$ cat config.mk
export PLATFORM = sky130hd
export DESIGN_NAME = iwd_top
export DESIGN_NICKNAME = d
export VERILOG_FILES = /design/src/core/iwd_pkg.sv /design/src/core/iwd_axis_cmp.sv /design/src/core/iwd_debounce.sv /design/src/core/iwd_top.sv
export SDC_FILE = /design/constraint.sdc
export NUM_CORES = 1
export LEC_CHECK = 0
export ABC_AREA = 1
export BUFFER_PORTS_ARGS = -buffer_cell sky130_fd_sc_hd__buf_2
export CAP_MARGIN = 5
export CORE_UTILIZATION = 40
export DETAILED_ROUTE_END_ITERATION = 7
export SLEW_MARGIN = 15
export SYNTH_ARGS = -nofsm -noshare
export SYNTH_HDL_FRONTEND = slang
export SYNTH_SLANG_ARGS = --single-unit
$ cat constraint.sdc
create_clock -name i_core_clk -period 4.1 [get_ports i_core_clk]
set_input_delay 0.615 -clock i_core_clk [delete_from_list [all_inputs] [get_ports i_core_clk]]
set_output_delay 0.615 -clock i_core_clk [all_outputs]
set_load 0.03 [all_outputs]
$ cat src/core/iwd_pkg.sv
// constants shared by the inside-window event detector
package iwd_pkg;

  // ---------------------------------------------------------------
  // widths
  // ---------------------------------------------------------------
  localparam int DATA_W   = 12;
  localparam int DB_W     = 8;
  localparam int NUM_AXES = 3;
  localparam int APB_AW   = 8;
  localparam int APB_DW   = 32;
  localparam int REG_W    = 8;
  localparam int IDX_LSB  = 2;

  typedef logic [APB_AW-IDX_LSB-1:0] iwd_idx_t;

  // ---------------------------------------------------------------
  // register indices, byte address is four times the index
  // ---------------------------------------------------------------
  localparam iwd_idx_t IDX_STATUS   = 6'h2E;
  localparam iwd_idx_t IDX_CFG_A    = 6'h2F;
  localparam iwd_idx_t IDX_CFG_B    = 6'h30;
  localparam iwd_idx_t IDX_UPPER    = 6'h31;
  localparam iwd_idx_t IDX_LOWER    = 6'h32;
  localparam iwd_idx_t IDX_DBCNT    = 6'h33;
  localparam iwd_idx_t IDX_IRQ_STAT = 6'h34;
  localparam iwd_idx_t IDX_IRQ_MASK = 6'h35;

  // ---------------------------------------------------------------
  // field positions; axis 0 is z, 1 is y, 2 is x
  // ---------------------------------------------------------------
  localparam int STAT_EA_BIT            = 7;
  localparam int STAT_AXIS_BIT [3]      = '{1, 3, 5};
  localparam int CFG_A_LATCH_BIT        = 6;
  localparam int CFG_A_EN_LSB           = 0;
  localparam int CFG_B_LOGIC_BIT        = 0;
  localparam int CFG_B_WAKE_BIT         = 1;
  localparam int CFG_B_ROUTE_BIT        = 2;
  localparam int IRQ_RISE_BIT           = 0;
  localparam int IRQ_FALL_BIT           = 1;

  // ---------------------------------------------------------------
  // writable masks and reset values
  // ---------------------------------------------------------------
  localparam logic [REG_W-1:0]  CFG_A_MASK    = 8'h47;
  localparam logic [REG_W-1:0]  CFG_B_MASK    = 8'h07;
  localparam logic [REG_W-1:0]  IRQ_MASK_BITS = 8'h03;
  localparam logic [REG_W-1:0]  REG_RST       = 8'h00;
  localparam logic [DATA_W-1:0] THR_RST       = 12'h000;
  localparam logic [DB_W-1:0]   DBCNT_RST     = 8'h00;

endpackage

$ cat src/core/iwd_axis_cmp.sv
// strict window comparison for one axis
`timescale 1ns/1ps
`default_nettype none

module iwd_axis_cmp #(
  parameter int W = 12
) (
  // sample and thresholds
  input  wire logic signed [W-1:0] i_value,
  input  wire logic signed [W-1:0] i_upper,
  input  wire logic signed [W-1:0] i_lower,
  // result
  output logic                     o_inside
);

  // strict comparison
  // equal to either threshold counts as outside
  assign o_inside = (i_value > i_lower) && (i_value < i_upper);

endmodule

`default_nettype wire

$ cat src/core/iwd_debounce.sv
// sample counter for the inside condition
`timescale 1ns/1ps
`default_nettype none

module iwd_debounce #(
  parameter int DB_W = 8
) (
  // clock and reset
  input  wire logic            i_core_clk,
  input  wire logic            i_nrst,
  // per-sample condition
  input  wire logic            i_sample,
  input  wire logic            i_cond,
  input  wire logic [DB_W-1:0] i_count,
  // condition held long enough this sample
  output logic                 o_reached
);

  logic [DB_W-1:0] held;
  logic [DB_W-1:0] next_held;

  // saturate so a long hold never wraps back below the count
  always_comb begin
    if (!i_cond) begin
      next_held = '0;
    end else if (&held) begin
      next_held = held;
    end else begin
      next_held = held + 1'b1;
    end
  end

  assign o_reached = i_cond && (next_held >= i_count);

  always_ff @(posedge i_core_clk or negedge i_nrst) begin
    if (!i_nrst) begin
      held <= '0;
    end else if (i_sample) begin
      held <= next_held;
    end
  end
endmodule

`default_nettype wire

$ cat src/core/iwd_top.sv
// inside-window event detector with apb registers
`timescale 1ns/1ps
`default_nettype none

module iwd_top (
  // clock, reset, enable
  input  wire logic                                i_core_clk,
  input  wire logic                                i_nrst,
  input  wire logic                                i_clk_en,
  // apb slave
  input  wire logic                                i_psel,
  input  wire logic                                i_penable,
  input  wire logic                                i_pwrite,
  input  wire logic [iwd_pkg::APB_AW-1:0]          i_paddr,
  input  wire logic [iwd_pkg::APB_DW-1:0]          i_pwdata,
  output logic      [iwd_pkg::APB_DW-1:0]          o_prdata,
  output logic                                     o_pready,
  output logic                                     o_pslverr,
  // sensor samples, one strobe per output sample rate period
  input  wire logic                                i_sample_valid,
  input  wire logic signed [iwd_pkg::DATA_W-1:0]   i_x_data,
  input  wire logic signed [iwd_pkg::DATA_W-1:0]   i_y_data,
  input  wire logic signed [iwd_pkg::DATA_W-1:0]   i_z_data,
  // event outputs
  output logic                                     o_interrupt_pin_a,
  output logic                                     o_interrupt_pin_b,
  output logic                                     o_wake_timer_reset,
  output logic                                     o_irq
);
  import iwd_pkg::*;

  // ---------------------------------------------------------------
  // declarations
  // ---------------------------------------------------------------
  logic        [REG_W-1:0]    cfg_a;
  logic        [REG_W-1:0]    cfg_b;
  logic        [DB_W-1:0]     dbcnt;
  logic        [REG_W-1:0]    irq_stat;
  logic        [REG_W-1:0]    irq_mask;
  logic        [REG_W-1:0]    next_irq_stat;
  logic signed [DATA_W-1:0]   upper_threshold;
  logic signed [DATA_W-1:0]   lower_threshold;
  logic signed [DATA_W-1:0]   axis_data [NUM_AXES];
  logic        [NUM_AXES-1:0] inside_raw;
  logic        [NUM_AXES-1:0] axis_en;
  logic        [NUM_AXES-1:0] inside_axis;
  logic        [NUM_AXES-1:0] axis_flag;
  logic        [REG_W-1:0]    status_val;
  logic        [REG_W-1:0]    rd_val;
  logic                       rd_mapped;
  logic                       cond;
  logic                       reached;
  logic                       event_active;
  logic                       event_prev;
  logic                       armed;
  logic                       latch_en;
  logic                       samp;
  logic                       access;
  logic                       fire;
  logic                       wr;
  logic                       status_rd;
  logic                       clear_req;
  logic                       latch_set;
  iwd_idx_t                   idx;

  // ---------------------------------------------------------------
  // per-axis comparison
  // ---------------------------------------------------------------
  assign axis_data[0] = i_z_data;
  assign axis_data[1] = i_y_data;
  assign axis_data[2] = i_x_data;

  generate
    for (genvar g = 0; g < NUM_AXES; g++) begin : g_axis
      iwd_axis_cmp #(.W(DATA_W)) u_cmp (
        .i_value  (axis_data[g]),
        .i_upper  (upper_threshold),
        .i_lower  (lower_threshold),
        .o_inside (inside_raw[g])
      );
    end
  endgenerate

  // ---------------------------------------------------------------
  // inside condition
  // ---------------------------------------------------------------
  assign samp     = i_clk_en & i_sample_valid;
  assign latch_en = cfg_a[CFG_A_LATCH_BIT];

  always_comb begin
    axis_en     = cfg_a[CFG_A_EN_LSB +: NUM_AXES];
    inside_axis = inside_raw & axis_en;
    if (axis_en == '0) begin
      cond = 1'b0;
    end else if (cfg_b[CFG_B_LOGIC_BIT]) begin
      cond = |inside_axis;
    end else begin
      cond = &(inside_raw | ~axis_en);
    end
  end

  iwd_debounce #(.DB_W(DB_W)) u_db (
    .i_core_clk (i_core_clk),
    .i_nrst     (i_nrst),
    .i_sample   (samp),
    .i_cond     (cond),
    .i_count    (dbcnt),
    .o_reached  (reached)
  );

  // ---------------------------------------------------------------
  // apb decode; one wait state, commit on the pready edge
  // ---------------------------------------------------------------
  assign idx       = i_paddr[APB_AW-1:IDX_LSB];
  assign access    = i_clk_en & i_psel & i_penable & ~o_pready;
  assign fire      = i_clk_en & i_psel & i_penable & o_pready;
  assign wr        = fire & i_pwrite;
  assign status_rd = fire & ~i_pwrite & (idx == IDX_STATUS);
  assign clear_req = status_rd & latch_en;
  assign latch_set = samp & reached & armed;

  always_comb begin
    status_val              = '0;
    status_val[STAT_EA_BIT] = event_active;
    for (int i = 0; i < NUM_AXES; i++) begin
      status_val[STAT_AXIS_BIT[i]] = axis_flag[i];
    end
  end

  // read mux
  always_comb begin
    rd_mapped = 1'b1;
    case (idx)
      IDX_STATUS:   rd_val = status_val;
      IDX_CFG_A:    rd_val = cfg_a;
      IDX_CFG_B:    rd_val = cfg_b;
      IDX_UPPER:    rd_val = REG_W'(upper_threshold[DATA_W-1 -: REG_W]);
      IDX_LOWER:    rd_val = REG_W'(lower_threshold[DATA_W-1 -: REG_W]);
      IDX_DBCNT:    rd_val = dbcnt;
      IDX_IRQ_STAT: rd_val = irq_stat;
      IDX_IRQ_MASK: rd_val = irq_mask;
      default: begin
        rd_val    = '0;
        rd_mapped = 1'b0;
      end
    endcase
  end

  // answer registered during the wait state
  always_ff @(posedge i_core_clk or negedge i_nrst) begin
    if (!i_nrst) begin
      o_pready  <= 1'b0;
      o_prdata  <= '0;
      o_pslverr <= 1'b0;
    end else if (i_clk_en) begin
      o_pready  <= access;
      o_prdata  <= access ? APB_DW'(rd_val) : '0;
      o_pslverr <= access & ~rd_mapped;
    end
  end

  // ---------------------------------------------------------------
  // configuration registers
  // ---------------------------------------------------------------
  // cfg_a, cfg_b, debounce count and interrupt mask writes
  always_ff @(posedge i_core_clk or negedge i_nrst) begin
    if (!i_nrst) begin
      cfg_a    <= REG_RST;
      cfg_b    <= REG_RST;
      dbcnt    <= DBCNT_RST;
      irq_mask <= REG_RST;
    end else if (wr) begin
      case (idx)
        IDX_CFG_A:    cfg_a    <= i_pwdata[REG_W-1:0] & CFG_A_MASK;
        IDX_CFG_B:    cfg_b    <= i_pwdata[REG_W-1:0] & CFG_B_MASK;
        IDX_DBCNT:    dbcnt    <= i_pwdata[DB_W-1:0];
        IDX_IRQ_MASK: irq_mask <= i_pwdata[REG_W-1:0] & IRQ_MASK_BITS;
        default: ;
      endcase
    end
  end

  // thresholds take the top byte; low bits stay zero for 8-bit steps
  always_ff @(posedge i_core_clk or negedge i_nrst) begin
    if (!i_nrst) begin
      upper_threshold <= THR_RST;
      lower_threshold <= THR_RST;
    end else if (wr && idx == IDX_UPPER) begin
      upper_threshold <= {i_pwdata[REG_W-1:0], {(DATA_W-REG_W){1'b0}}};
    end else if (wr && idx == IDX_LOWER) begin
      lower_threshold <= {i_pwdata[REG_W-1:0], {(DATA_W-REG_W){1'b0}}};
    end
  end

  // ---------------------------------------------------------------
  // event flag and axis flags
  // ---------------------------------------------------------------
  // rearm only once the condition went false
  always_ff @(posedge i_core_clk or negedge i_nrst) begin
    if (!i_nrst) begin
      armed <= 1'b1;
    end else if (samp) begin
      armed <= !cond || (armed && !reached);
    end
  end

  always_ff @(posedge i_core_clk or negedge i_nrst) begin
    if (!i_nrst) begin
      event_active <= 1'b0;
    end else if (latch_en) begin
      // set wins over a status read in the same cycle
      if (latch_set) begin
        event_active <= 1'b1;
      end else if (clear_req) begin
        event_active <= 1'b0;
      end
    end else if (samp) begin
      event_active <= reached;
    end
  end

  // latched: capture on rise, clear on read; else copy on reached or zero count
  always_ff @(posedge i_core_clk or negedge i_nrst) begin
    if (!i_nrst) begin
      axis_flag <= '0;
    end else if (latch_en) begin
      if (latch_set) begin
        axis_flag <= inside_axis;
      end else if (clear_req) begin
        axis_flag <= '0;
      end
    end else if (samp && (reached || dbcnt == '0)) begin
      axis_flag <= inside_axis;
    end
  end

  // ---------------------------------------------------------------
  // wake timer, pins, interrupt
  // ---------------------------------------------------------------
  // wake pulse and pin routing
  always_ff @(posedge i_core_clk or negedge i_nrst) begin
    if (!i_nrst) begin
      o_wake_timer_reset <= 1'b0;
      o_interrupt_pin_a  <= 1'b0;
      o_interrupt_pin_b  <= 1'b0;
    end else if (i_clk_en) begin
      o_wake_timer_reset <= samp & event_active & cfg_b[CFG_B_WAKE_BIT];
      o_interrupt_pin_a  <= event_active & ~cfg_b[CFG_B_ROUTE_BIT];
      o_interrupt_pin_b  <= event_active & cfg_b[CFG_B_ROUTE_BIT];
    end
  end

  // sticky events, write one to clear, new event wins
  always_comb begin
    next_irq_stat = irq_stat;
    if (wr && idx == IDX_IRQ_STAT) begin
      next_irq_stat = irq_stat & ~i_pwdata[REG_W-1:0];
    end
    next_irq_stat[IRQ_RISE_BIT] = next_irq_stat[IRQ_RISE_BIT] | (event_active & ~event_prev);
    next_irq_stat[IRQ_FALL_BIT] = next_irq_stat[IRQ_FALL_BIT] | (~event_active & event_prev);
  end

  always_ff @(posedge i_core_clk or negedge i_nrst) begin
    if (!i_nrst) begin
      event_prev <= 1'b0;
      irq_stat   <= REG_RST;
      o_irq      <= 1'b0;
    end else if (i_clk_en) begin
      event_prev <= event_active;
      irq_stat   <= next_irq_stat;
      o_irq      <= |(next_irq_stat & irq_mask);
    end
  end
endmodule

`default_nettype wire

==> results.yml <==
status:
  outcome: "completed"
synthesis:
  synth_cell_types: 43
  synth_cells: 651
  synth.cell_area_sq_mm: 0.00488
  yosys_warnings: 0
  synth-seq-cells: 69
  ys_seq_area_frac: 0.354
  syn_avg_cell_area_sq_um: 7.49
cts:
  worstSkewPairLatency_ns: 0.33
  cts_tree: "yes"
  post_cts_buffers: 0
  clk_pin_slew_ns: 0.06
  clockBufferDepth: 2
  postCtsHoldBufs: 0
  h-tree-depth: 3
  cts_inserted_buffers: 9
  root_buffer: "clkbuf_16"
  numClockSinks: 69
worst_setup_path:
  rr_startpoint: "lower_threshold[6]"
  reg2reg_slack_ns: 0.37
  path_class: "reg -> reg"
  cp.required_ns: 4.32
  r2r_cells: 28
  end_kind: "flip-flop"
  r2r-end: "axis_flag[2]"
  start_kind: "flip-flop"
  critPathMostFrequentCell: "nand2_1"
  cp_max_fo: 8
  crit_path_max_incr_delay_ns: 0.37
  crit_arrival_ns: 3.95
  critPathSlowestCell: "dfrtp_1"
cells_and_area:
  instances_no_fill: 873
  final_common_cell: "nand2_1"
  antenna_cells: 0
  mostFrequentLayoutCells: "176 x nand2_1, 97 x inv_1, 70 x buf_2"
  syn2layout_area_growth_pct: 15.3
  drive_above_1_share: 0.142
  fin_nets: 862
  postLayoutCoreUtil: 0.482
detailed_routing:
  wl_um: 12800
  drt_first_pass_iters: 5
  routedWlPerCell_um: 14.7
  via_per_inst: 5.10
  drtAntennaViolNets: 0
  drtIter0Drc: 280
  post-route-drc-count: 0
  vias: 4452
grt:
  antenna_found_initial: 0
  grt-ovfl-total: 0
  first_global_vias: 4295
  grt_usage: 0.217
  grt_max_degree: 38
  grt_pass1_wl_um: 21300
sta:
  hold_viol_final: 0
  fmax_ghz: 0.268
  post-route-min-period_ns: 3.73
  worst_pin_slew_ns: 0.813
  finalCritPeriodShare: 0.909
  maxSlewViolCount: 0
  slew_headroom: 0.453
  rsz0062_at_grt: "no"
  setup_viol: 0
  fin_tns_setup_ns: 0
  fin_skew_ns: 0.00628
  timing.final.ws_setup_ns: 0.373
  whs_ns: 0.352
power:
  ir_worst_vdd_mv: 0.183
  switching_share: 0.254
  p_per_area_mw_per_mm2: 312
  pwr-share-comb: 0.121
  p_leak_nw: 2.80
  p_int_w: 0.00131
  clkPwrFrac: 0.481
  p_sw_w: 0.000445
  seq_power_share: 0.397
floorplan:
  start_util: 0.418
  die-area_sq_mm: 0.0126
  rows: 39
  die_w_um: 112
  io_pins: 121
  core_sq_mm: 0.0117
  die_y_um: 112
placement:
  routabilityCongestion: 0.937
  port_buffers: 70
  dp_cells: 857
  preCtsSetupSlack_ns: 0.196
  dp.final_hpwl_um: 10200
min_path:
  hold_class: "in -> async"
job:
  cap_viol_max_count: 0
[cell usage after synthesis]
library cell | count | area (sq um)
conb_1 | 1 | 3.75
a211oi_1 | 1 | 7.51
o21ai_0 | 58 | 290
a32o_1 | 1 | 10.0
clkbuf_1 | 7 | 26.3
ha_1 | 54 | 676
nor2_4 | 3 | 33.8
a22oi_1 | 2 | 15.0
a211oi_2 | 2 | 25.0
nor3_1 | 12 | 60.1
o211ai_1 | 2 | 15.0
o31ai_1 | 1 | 7.51
o2111ai_1 | 1 | 8.76
nand3_1 | 17 | 85.1
o21ai_1 | 2 | 10.0
nor2_2 | 4 | 25.0
a2111oi_0 | 1 | 8.76
nand4_2 | 1 | 12.5
nor3_2 | 2 | 20.0
xor2_1 | 1 | 8.76
inv_1 | 98 | 368
buf_4 | 24 | 180
nand2_1 | 176 | 661
a22o_1 | 2 | 17.5
nand4_1 | 5 | 31.3
nand2_4 | 1 | 11.3
dfstp_2 | 1 | 26.3
and3_1 | 1 | 6.26
o22ai_1 | 9 | 56.3
a31oi_1 | 3 | 18.8
a21boi_0 | 2 | 15.0
nor4_1 | 4 | 25.0
o21bai_1 | 1 | 7.51
a21o_1 | 3 | 22.5
a311oi_1 | 2 | 17.5
nor2_1 | 42 | 158
o21a_1 | 2 | 15.0
or2_2 | 1 | 6.26
a21oi_1 | 27 | 135
dfrtp_1 | 68 | 1700
nand2_2 | 1 | 6.26
a221oi_1 | 3 | 26.3
o221ai_1 | 2 | 17.5
[registers in the layout (all words and copies together), names as in the netlist, 2 cells and up]
register,flops
dbcnt,8
irq_stat,8
lower_threshold,8
o_prdata,8
u_db.held,8
upper_threshold,8
cfg_a,4
axis_flag,3
cfg_b,3
irq_mask,2
[how the worst max path moves through the flow]
| stage | from | end |
|---|---|---|
| after floorplan | i_z_data[11] | axis_flag[0] |
| final | lower_threshold[6] | axis_flag[2] |
| after CTS | lower_threshold[11] | axis_flag[2] |
| after global routing | lower_threshold[9] | axis_flag[2] |
| after detailed placement | i_y_data[11] | axis_flag[2] |
| after global placement | i_x_data[11] | event_active |
[final cells by class]
cell class                 instances  area (sq um)
sequential                        69          1730
timing repair buffer              71           358
fill                            1147          6040
multi-input combinational        476          2670
clock buffer                      11           243
inverter                          98           368
tap                              143           179
clock inverter                     5          83.8
[critical path: cells and delay by family, from the launching register on]
kind,cells,cell delay [ns]
DFF,1,0.37
AOI/OAI and AO/OA,2,0.42
adders and majority gates,2,0.59
and+or+nand+nor,22,1.96
buffers and inverters,2,0.26
[metal layers]
metal,vias to the layer above,GRT usage,part of all wire
met5,-,0,0
li1,2238,-,-
met1,2064,0.298,0.47
met2,139,0.355,0.46
met4,0,0.0453,0.011
met3,11,0.0454,0.056
[through the flow]
stage,area (sq um),power (W)
detailed placement,5300,0.000922
floorplan,4960,0.000858
global placement,5300,0.000915
CTS,5620,0.00177
global route,5630,0.00184
finish,5630,0.00175
[power groups by stage]
| stage | Clock [W] | Sequential (W) | Combinational [W] |
|---|---|---|---|
| floorplan | 0 | 0.000712 | 0.000146 |
| global placement | 0 | 0.000709 | 0.000206 |
| detailed placement | 0 | 0.000709 | 0.000213 |
| CTS | 0.000858 | 0.000697 | 0.000214 |
| global route | 0.000894 | 0.000698 | 0.000244 |
| finish | 0.000844 | 0.000697 | 0.000212 |
[cell families after synthesis]
| group | share of synthesized area |
|---|---|
| and+or+nand+nor | 0.234 |
| buffers and inverters | 0.118 |
| AOI/OAI and AO/OA | 0.153 |
| DFF | 0.354 |
| adders and majority gates | 0.138 |
| xor gates and xnor gates | 0.00180 |
| other | 0.000769 |
[repair_timing]
item,in CTS,in global routing
gates resized for setup,0,2
setup endpoints to repair,0,4
hold endpoints to repair,0,0
(Power assumes the default switching activity.)
